===== config.mk =====
export PLATFORM = sky130hd
export DESIGN_NAME = rst_pwr_ctrl
export DESIGN_NICKNAME = d
export VERILOG_FILES = /design/src/common/rst_pwr_pkg.sv /design/src/core/rst_pwr_ctrl.sv /design/src/core/sync_2ff.sv
export VERILOG_INCLUDE_DIRS = /design/src /design/src/common
export SDC_FILE = /design/constraint.sdc
export NUM_CORES = 1
export LEC_CHECK = 0
export BUFFER_PORTS_ARGS = -buffer_cell sky130_fd_sc_hd__buf_4
export CORE_UTILIZATION = 52
export CTS_CLUSTER_SIZE = 12
export DETAILED_ROUTE_END_ITERATION = 8
export PLACE_DENSITY = 0.78
export SLEW_MARGIN = 10
export SYNTH_ARGS = -nofsm -noshare
export SYNTH_HDL_FRONTEND = slang
export SYNTH_SLANG_ARGS = --single-unit

===== constraint.sdc =====
create_clock -name clock -period 2.1 [get_ports clock]
set_input_delay 0.21 -clock clock [delete_from_list [all_inputs] [get_ports clock]]
set_output_delay 0.21 -clock clock [all_outputs]
set_load 0.01 [all_outputs]

===== src/common/rst_pwr_cfg.svh =====
// timing counts and bit positions of the reset and power-down sequencer
`ifndef RST_PWR_CFG_SVH
`define RST_PWR_CFG_SVH
`define CLK_FREQ_HZ        20000000
`define POR_TIME_MS        22
`define POR_CYCLES         ((`POR_TIME_MS * `CLK_FREQ_HZ) / 1000)
`define HOST_HOST_SOFT_RESET_BIT_TIME_US  2
`define HOST_HOST_SOFT_RESET_BIT_CYCLES   ((`HOST_HOST_SOFT_RESET_BIT_TIME_US * `CLK_FREQ_HZ) / 1000000)
`define PHY_RST_TIME_US    100
`define PHY_RST_CYCLES     ((`PHY_RST_TIME_US * `CLK_FREQ_HZ) / 1000000)
`define WAKE_TIME_US       1000
`define WAKE_CYCLES        ((`WAKE_TIME_US * `CLK_FREQ_HZ) / 1000000)
`define EE_PROBE_CYCLES    64
`define CNT_W              20
`define PMC_PHY_RST_BIT    10
`define HWC_HOST_SOFT_RESET_BIT_BIT       0
`define PHY_CTL_RST_BIT    15
`define PHY_CTL_PDN_BIT    11
`define PHY_MODE_EDPD_BIT  13
`define EE_BUSY_BIT        31
`endif


===== src/common/rst_pwr_pkg.sv =====
// types of the reset and power-down sequencer
package rst_pwr_pkg;
  typedef enum logic [2:0] {
    st_por,
    st_idle,
    st_host_host_soft_reset_bit,
    st_sleep,
    st_wake
  } seq_state_t;

  typedef enum logic [2:0] {
    phy_on,
    phy_gen_pdn,
    phy_ed_pdn,
    phy_in_reset
  } phy_state_t;
endpackage : rst_pwr_pkg


===== src/core/rst_pwr_ctrl.sv =====
// reset sources, self-clearing reset bits, ready flag, eeprom probe and phy power-down
// Operation
// - phy general power-down held while bit 0.11 high; management stays alive
// - clearing 0.11 powers phy up and then resets it automatically
// - bit 17.13 set enables energy-detect power-down; clear disables it
// - energy-detect with no line energy powers phy down except detect logic
// - no transmission while line energy is low in energy-detect mode
// - line energy wakes phy, restores state, sets energy wake flag
// - enabled energy wake flag raises host interrupt; first packets may be lost
// - por and pin reset reset everything, reload mac, latch straps
// - host soft reset resets bus, mac layer, mac; reloads mac address
// - after por, pin or soft reset, probe eeprom with busy flag set
// - power-up timer holds internal reset about 22 ms
// - ready reads zero until power-on reset completes, then set
// - low reset pin starts hardware reset; ready zero until done
// - wake write from power-down sets ready within 2 ms
// - hardware config bit 0 starts host soft reset, self-clears after 2 us
// - power control bit 10 starts phy soft reset, self-clears after 100 us
// - phy control bit 15 starts phy soft reset, self-clears when done
// - any wake test write in sleep returns to normal; host writes nothing else
`timescale 1ns/1ps
`include "rst_pwr_cfg.svh"
module rst_pwr_ctrl
  #(parameter int POR_CYCLES  = `POR_CYCLES,
    parameter int WAKE_CYCLES = `WAKE_CYCLES)
  (
  // clock and reset
  input  wire logic clock,
  input  wire logic nrst,
  // external pins, asynchronous
  input  wire logic hw_reset_input_n,
  input  wire logic line_energy_pin,
  input  wire logic strap_pins,
  // host control strobes, one cycle
  input  wire logic host_soft_reset_bit,
  input  wire logic phy_rst_write,
  input  wire logic phy_ctl_rst_write,
  input  wire logic wake_test_write,
  input  wire logic sleep_request,
  input  wire logic energy_flag_clear,
  // host control levels
  input  wire logic phy_pdn_bit,
  input  wire logic ed_pdn_bit,
  input  wire logic energy_int_enable,
  // reset outputs, active low
  output logic      hbi_rst_n,
  output logic      mil_rst_n,
  output logic      mac_rst_n,
  output logic      pll_rst_n,
  output logic      exempt_rst_n,
  output logic      phy_rst_n,
  // phy power
  output logic      phy_powered,
  output logic      phy_tx_enable,
  // status
  output logic      ready,
  output logic      host_soft_reset_bit_rd,
  output logic      phy_rst_bit_rd,
  output logic      phy_ctl_rst_bit_rd,
  output logic      eeprom_busy_flag,
  output logic      mac_addr_reload,
  output logic      strap_latched,
  output logic      energy_wake_int_flag,
  output logic      energy_irq
  );

  ////////////////////////////////////////////////////////////////////////////////
  typedef struct packed {
    rst_pwr_pkg::seq_state_t seq;
    rst_pwr_pkg::phy_state_t phy;
    logic [`CNT_W-1:0]       seq_cnt;
    logic [`CNT_W-1:0]       phy_cnt;
    logic [7:0]              ee_cnt;
    logic                    host_soft_reset_bit_bit;
    logic                    pmc_rst_bit;
    logic                    ctl_rst_bit;
    logic                    ee_busy;
    logic                    reload;
    logic                    strap;
    logic                    energy_flag;
    logic                    irq;
    logic                    ready;
    logic                    hbi_rst_n;
    logic                    pll_rst_n;
    logic                    phy_rst_n;
    logic                    powered;
    logic                    tx_en;
    logic                    energy_prev;
  } state_t;

  state_t state_reg;
  state_t state_next;
  logic   pin_n_sync;
  logic   energy_sync;
  logic   strap_sync;

  // pin release waits two clocks, so reset never drops mid-cycle
  sync_2ff #(.RST_VAL(1'b0)) u_sync_rst (
    .clock (clock),
    .nrst  (nrst),
    .d     (hw_reset_input_n),
    .q     (pin_n_sync)
  );
  sync_2ff #(.RST_VAL(1'b0)) u_sync_energy (
    .clock (clock),
    .nrst  (nrst),
    .d     (line_energy_pin),
    .q     (energy_sync)
  );
  sync_2ff #(.RST_VAL(1'b0)) u_sync_strap (
    .clock (clock),
    .nrst  (nrst),
    .d     (strap_pins),
    .q     (strap_sync)
  );

  ////////////////////////////////////////////////////////////////////////////////
  always_comb
  begin
    state_next         = state_reg;
    state_next.reload  = 1'b0;
    state_next.energy_prev = energy_sync;

    // eeprom probe runs down independently of the sequencer
    if (state_reg.ee_busy)
    begin
      if (state_reg.ee_cnt == 8'h00)
        state_next.ee_busy = 1'b0;
      else
        state_next.ee_cnt = state_reg.ee_cnt - 8'h01;
    end

    case (state_reg.seq)
      rst_pwr_pkg::st_por:
      begin
        // whole chip held, including pll and phy
        state_next.ready     = 1'b0;
        state_next.hbi_rst_n = 1'b0;
        state_next.pll_rst_n = 1'b0;
        state_next.phy_rst_n = 1'b0;
        state_next.phy       = rst_pwr_pkg::phy_in_reset;
        if (state_reg.seq_cnt == `CNT_W'(POR_CYCLES - 1))
        begin
          state_next.seq       = rst_pwr_pkg::st_idle;
          state_next.ready     = 1'b1;
          state_next.hbi_rst_n = 1'b1;
          state_next.pll_rst_n = 1'b1;
          state_next.phy_rst_n = 1'b1;
          state_next.phy       = rst_pwr_pkg::phy_on;
          state_next.strap     = strap_sync;
          state_next.reload    = 1'b1;
          state_next.ee_busy   = 1'b1;
          state_next.ee_cnt    = 8'(`EE_PROBE_CYCLES);
          state_next.powered   = 1'b1;
          state_next.tx_en     = 1'b1;
        end
        else
          state_next.seq_cnt = state_reg.seq_cnt + `CNT_W'(1);
      end
      rst_pwr_pkg::st_idle:
      begin
        if (sleep_request)
        begin
          state_next.seq   = rst_pwr_pkg::st_sleep;
          state_next.ready = 1'b0;
        end
        else if (host_soft_reset_bit)
        begin
          state_next.seq       = rst_pwr_pkg::st_host_host_soft_reset_bit;
          state_next.host_soft_reset_bit_bit  = 1'b1;
          state_next.hbi_rst_n = 1'b0;
          state_next.seq_cnt   = '0;
        end
      end
      rst_pwr_pkg::st_host_host_soft_reset_bit:
      begin
        // pll, phy, straps and exempt bits are left alone here
        if (state_reg.seq_cnt == `CNT_W'(`HOST_HOST_SOFT_RESET_BIT_CYCLES - 1))
        begin
          state_next.seq       = rst_pwr_pkg::st_idle;
          state_next.host_soft_reset_bit_bit  = 1'b0;
          state_next.hbi_rst_n = 1'b1;
          state_next.reload    = 1'b1;
          state_next.ee_busy   = 1'b1;
          state_next.ee_cnt    = 8'(`EE_PROBE_CYCLES);
        end
        else
          state_next.seq_cnt = state_reg.seq_cnt + `CNT_W'(1);
      end
      rst_pwr_pkg::st_sleep:
      begin
        // any data written to the wake test register wakes the device
        if (wake_test_write)
        begin
          state_next.seq     = rst_pwr_pkg::st_wake;
          state_next.seq_cnt = '0;
        end
      end
      rst_pwr_pkg::st_wake:
      begin
        if (state_reg.seq_cnt == `CNT_W'(WAKE_CYCLES - 1))
        begin
          state_next.seq   = rst_pwr_pkg::st_idle;
          state_next.ready = 1'b1;
        end
        else
          state_next.seq_cnt = state_reg.seq_cnt + `CNT_W'(1);
      end
      default:
        state_next.seq = rst_pwr_pkg::st_por;
    endcase

    // phy power and soft resets, skipped while the chip is held in reset
    if (state_reg.seq != rst_pwr_pkg::st_por)
    begin
      case (state_reg.phy)
        rst_pwr_pkg::phy_on:
        begin
          state_next.powered = 1'b1;
          state_next.tx_en   = 1'b1;
          if (phy_pdn_bit)
          begin
            state_next.phy     = rst_pwr_pkg::phy_gen_pdn;
            state_next.powered = 1'b0;
            state_next.tx_en   = 1'b0;
          end
          else if (phy_rst_write || phy_ctl_rst_write)
          begin
            state_next.phy         = rst_pwr_pkg::phy_in_reset;
            state_next.pmc_rst_bit = phy_rst_write;
            state_next.ctl_rst_bit = phy_ctl_rst_write;
            state_next.phy_rst_n   = 1'b0;
            state_next.phy_cnt     = '0;
          end
          else if (ed_pdn_bit && !energy_sync)
          begin
            state_next.phy     = rst_pwr_pkg::phy_ed_pdn;
            state_next.powered = 1'b0;
            state_next.tx_en   = 1'b0;
          end
        end
        rst_pwr_pkg::phy_gen_pdn:
        begin
          if (!phy_pdn_bit)
          begin
            // power returns and the phy resets itself on the way up
            state_next.phy       = rst_pwr_pkg::phy_in_reset;
            state_next.powered   = 1'b1;
            state_next.phy_rst_n = 1'b0;
            state_next.phy_cnt   = '0;
          end
        end
        rst_pwr_pkg::phy_ed_pdn:
        begin
          // leaving the mode or energy arriving both restore power; state kept
          if (!ed_pdn_bit || energy_sync)
          begin
            state_next.phy     = rst_pwr_pkg::phy_on;
            state_next.powered = 1'b1;
            state_next.tx_en   = 1'b1;
          end
          if (phy_pdn_bit)
          begin
            state_next.phy     = rst_pwr_pkg::phy_gen_pdn;
            state_next.powered = 1'b0;
            state_next.tx_en   = 1'b0;
          end
        end
        rst_pwr_pkg::phy_in_reset:
        begin
          // power-down overrides a running reset; the reset restarts on the way up
          if (phy_pdn_bit)
          begin
            state_next.phy     = rst_pwr_pkg::phy_gen_pdn;
            state_next.powered = 1'b0;
            state_next.tx_en   = 1'b0;
          end
          else if (state_reg.phy_cnt == `CNT_W'(`PHY_RST_CYCLES - 1))
          begin
            state_next.phy         = rst_pwr_pkg::phy_on;
            state_next.phy_rst_n   = 1'b1;
            state_next.pmc_rst_bit = 1'b0;
            state_next.ctl_rst_bit = 1'b0;
          end
          else
            state_next.phy_cnt = state_reg.phy_cnt + `CNT_W'(1);
        end
        default:
          state_next.phy = rst_pwr_pkg::phy_on;
      endcase
    end

    // energy wake flag: set wins over clear
    if (energy_flag_clear)
      state_next.energy_flag = 1'b0;
    if (state_reg.phy == rst_pwr_pkg::phy_ed_pdn && energy_sync && !state_reg.energy_prev)
      state_next.energy_flag = 1'b1;
    state_next.irq = state_next.energy_flag && energy_int_enable;

    // a low pin restarts the whole power-on sequence
    if (!pin_n_sync)
    begin
      state_next.seq       = rst_pwr_pkg::st_por;
      state_next.seq_cnt   = '0;
      state_next.ready     = 1'b0;
      state_next.hbi_rst_n = 1'b0;
      state_next.pll_rst_n = 1'b0;
      state_next.phy_rst_n = 1'b0;
      state_next.ee_busy   = 1'b0;
      state_next.host_soft_reset_bit_bit  = 1'b0;
      state_next.pmc_rst_bit = 1'b0;
      state_next.ctl_rst_bit = 1'b0;
      state_next.energy_flag = 1'b0;
      state_next.irq       = 1'b0;
      state_next.powered   = 1'b0;
      state_next.tx_en     = 1'b0;
    end
  end

  ////////////////////////////////////////////////////////////////////////////////
  always_ff @(posedge clock or negedge nrst)
  begin
    if (!nrst)
    begin
      state_reg     <= '0;
      state_reg.seq <= rst_pwr_pkg::st_por;
      state_reg.phy <= rst_pwr_pkg::phy_in_reset;
    end
    else
      state_reg <= state_next;
  end

  ////////////////////////////////////////////////////////////////////////////////
  // outputs are flop bits; several resets share one flop by design
  assign hbi_rst_n              = state_reg.hbi_rst_n;
  assign mil_rst_n              = state_reg.hbi_rst_n;
  assign mac_rst_n              = state_reg.hbi_rst_n;
  assign pll_rst_n              = state_reg.pll_rst_n;
  assign exempt_rst_n           = state_reg.pll_rst_n;
  assign phy_rst_n              = state_reg.phy_rst_n;
  assign phy_powered            = state_reg.powered;
  assign phy_tx_enable          = state_reg.tx_en;
  assign ready                  = state_reg.ready;
  assign host_soft_reset_bit_rd = state_reg.host_soft_reset_bit_bit;
  assign phy_rst_bit_rd         = state_reg.pmc_rst_bit;
  assign phy_ctl_rst_bit_rd     = state_reg.ctl_rst_bit;
  assign eeprom_busy_flag       = state_reg.ee_busy;
  assign mac_addr_reload        = state_reg.reload;
  assign strap_latched          = state_reg.strap;
  assign energy_wake_int_flag   = state_reg.energy_flag;
  assign energy_irq             = state_reg.irq;
endmodule : rst_pwr_ctrl


===== src/core/sync_2ff.sv =====
// two flip-flop synchroniser for a level from outside the clock domain
`timescale 1ns/1ps
module sync_2ff
  #(parameter logic RST_VAL = 1'b0)
  (
  // clock and reset
  input  wire logic clock,
  input  wire logic nrst,
  // level
  input  wire logic d,
  output logic      q
  );

  logic meta_reg;

  always_ff @(posedge clock or negedge nrst)
  begin
    if (!nrst)
    begin
      meta_reg <= RST_VAL;
      q        <= RST_VAL;
    end
    else
    begin
      meta_reg <= d;
      q        <= meta_reg;
    end
  end
endmodule : sync_2ff


==> flow_metrics.py <==
metrics = {
    "die": {
        "die_x_um": 91.9,
        "start_util": 0.541,
        "boundaryPins": 31,
        "die_area_mm2": 0.00844,
        "num_rows": 32,
        "die_y_um": 91.9,
        "core_mm2": 0.00777,
    },
    "power_and_ir_drop": {
        "p_leak_nw": 2.65,
        "powerDensity_mw_per_mm2": 501,
        "irDropWorstVdd_mv": 0.380,
        "switching_share": 0.243,
        "finalPower_mw": 3.04,
        "combPwrFrac": 0.067,
        "intPower_mw": 2.30,
        "p_switching_mw": 0.737,
        "clkPwrFrac": 0.438,
        "p_seq_frac": 0.495,
    },
    "synth": {
        "synth_warnings": 0,
        "yosys.area.top_type_share": 0.435,
        "yosysSeqAreaShare": 0.448,
        "syn-mean-instance-area_um2": 9.15,
        "synth_area_mm2": 0.00420,
        "synth_top_area_cell": "dfrtp_1",
        "ys_async_sr_fraction": 1.00,
        "ys_types": 70,
        "synth_edf_count": 0,
        "ys_top_cells_by_area": "dfrtp_1 44%, nor2_1 4.5%, nand2_1 3.9%",
        "syn_nets": 477,
        "dominantRegCellSynth": "dfrtp_1",
        "syn_inst": 459,
        "synth-seq-cells": 75,
    },
    "setup_path": {
        "crit_type": "reg2reg",
        "worst_setup_path_end_kind": "flop",
        "cp.arrival_ps": 2730,
        "r2r_start": "state_reg[59]",
        "startpoint": "state_reg[59]",
        "reg2reg_depth": 8,
        "cp_max_fo": 3,
        "critical_path_required_ps": 2360,
        "cp-start-kind": "flop",
    },
    "sta": {
        "fmax_ghz": 0.406,
        "worst_pin_slew_ps": 752,
        "clock_skew_ps": 13.7,
        "min_period_ps": 2470,
        "hold_viol": 0,
        "timing.final.ws_setup_ps": -366,
        "finalSetupTns_ps": -6150,
        "setup_violations": 43,
        "relSlewSlack": 0.498,
        "holdWs_ps": 110,
        "finalCritPeriodShare": 1.17,
        "slew_viol_final": 0,
        "rsz0062_at_grt": "true",
    },
    "clock_network": {
        "clock_latency_ps": 360,
        "cts_buffers": 9,
        "root_buffer": "clkbuf_8",
        "cts_sinks": 75,
        "cts_tree": "built",
        "clk_pin_slew_worst_paths_ps": 80,
        "cts_max_path_buffers": 2,
        "htreeDepth": 3,
    },
    "routing": {
        "routedWlPerCell_um": 21.1,
        "post-route-drc-count": 0,
        "finalWirelength_mm": 14.5,
        "via_count": 4424,
        "vias_per_cell": 6.44,
        "drt_iter0_drc": 412,
        "dr.pass1.iters": 5,
        "ant_nets": 0,
    },
    "global_routing": {
        "grt_pass1_vias": 4051,
        "grt_first_pass_wirelength_mm": 19.8,
        "grt_use_total": 0.299,
        "grt_overflow": 0,
        "antenna_found_initial": 0,
        "grt_max_degree": 42,
    },
    "min_path": {
        "hold_path_class": "in2reg",
        "hold_start": "energy_int_enable",
        "hold_depth": 2,
    },
    "layout": {
        "synthToLayoutAreaGrowth_pct": 44.4,
        "final_cell_mix": "112 x buf_4, 70 x dfrtp_1, 48 x nor2_1, 43 x nand2_1, 22 x nand3_1",
        "final_common_cell": "buf_4",
        "final_layout_size_suffix_gt1_frac": 0.390,
        "nFillCells": 420,
        "diodes": 0,
        "fin_nets": 598,
        "largest_register_ffs": 55,
    },
    "flow_run": {
        "maxCapViolations": 0,
    },
    "outcome": {
        "status": "complete, but fails checks",
        "violations": "setup timing",
    },
    "placement": {
        "place.gp.congestion": 0.889,
        "dpl.hpwl_mm": 7.82,
        "io_buffers": 30,
    },
}
worst max-delay path, cell delays in order, from the launching register on:
cell      delay (ps)
dfrtp_1          410
or4_4            580
and4bb_2         340
buf_4            110
buf_4            110
a21oi_1           90
a21o_1           190
a211o_1          300
mux2i_1          230
synthesized netlist by cell type (all sizes together) (8+ instances only):
cell type and count:
a21oi 26, and3 10, buf 10, clkbuf 13, dfrtp 73, inv 15
nand2 44, nand2b 8, nand3 22, nand4 11, nor2 50, nor3 16
nor4 15, o21ai 29, o31ai 9, or4 10, xnor2 18
power groups by stage:
stage | Combinational [mW] | Sequential [mW] | Clock [mW]
2_1_floorplan | 0.0637 | 1.52 | 0
3_3_place_gp | 0.156 | 1.52 | 0
3_5_place_dp | 0.161 | 1.52 | 0
4_1_cts | 0.170 | 1.50 | 1.32
5_1_grt | 0.221 | 1.50 | 1.41
6_report | 0.204 | 1.50 | 1.33
stage by stage:
step	area, um2	worst slack (ps)	std cells	utilization
2_1_floorplan	4240	-93.6	459	-
3_3_place_gp	5010	-83.5	637	0.645
3_5_place_dp	5010	-197	637	0.645
4_1_cts	5540	-118	668	0.714
5_1_grt	6060	-372	687	0.781
6_report	6060	-366	687	0.781
area by class of cell:
class	count	area, um2	area share
Timing Repair Buffer	134	1180	0.194
Multi-Input combinational cell	345	2580	0.426
Inverter	15	56.3	0.00929
Clock inverter	5	83.8	0.0138
Tap cell	102	128	0.0210
Sequential cell	75	1880	0.311
Clock buffer	11	151	0.0250
timing repair:
| action | in CTS | in global routing |
|---|---|---|
| endpoints found under the hold margin | 37 | 0 |
| gates resized for setup | 31 | 66 |
| hold buffers | 4 | 0 |
| endpoints found under the setup margin | 33 | 46 |
| cloned | 2 | 3 |
| setup buffers | 9 | 18 |
| pin swaps | 17 | 26 |
final timing paths:
kind / to / slack, ps
worst min register to register: u_sync_rst.q / 350
worst max-delay path: state_reg[67] / -370
max in group asynchronous: state_reg[64] / 1130
worst min-delay path: energy_irq / 110
worst max register to register: state_reg[67] / -370
min in group asynchronous: phy_tx_enable / 330
kinds of logic (layout without fill, tap and decap cells):
kind of cell,count (synthesis),in the layout,share of synthesized area
AND/OR/NAND/NOR,224,224,0.298
AO/OA/AOI/OAI,91,91,0.139
flip-flops,75,75,0.448
buffers and inverters,39,165,0.0498
XOR/XNOR,22,22,0.0459
adder cells (fa/ha/maj),4,4,0.0119
multiplexers,3,3,0.00745
other,1,1,0.000893
per-layer routing:
layer  vias to the layer above  global-route usage  share of wire
met5                         -                   0              0
met4                         0               0.160          0.051
met3                        87              0.0439          0.085
met2                       318               0.468           0.47
met1                      2108               0.402           0.39
li1                       1911                   -              -
Note: power is estimated with default switching activity, not from simulation.
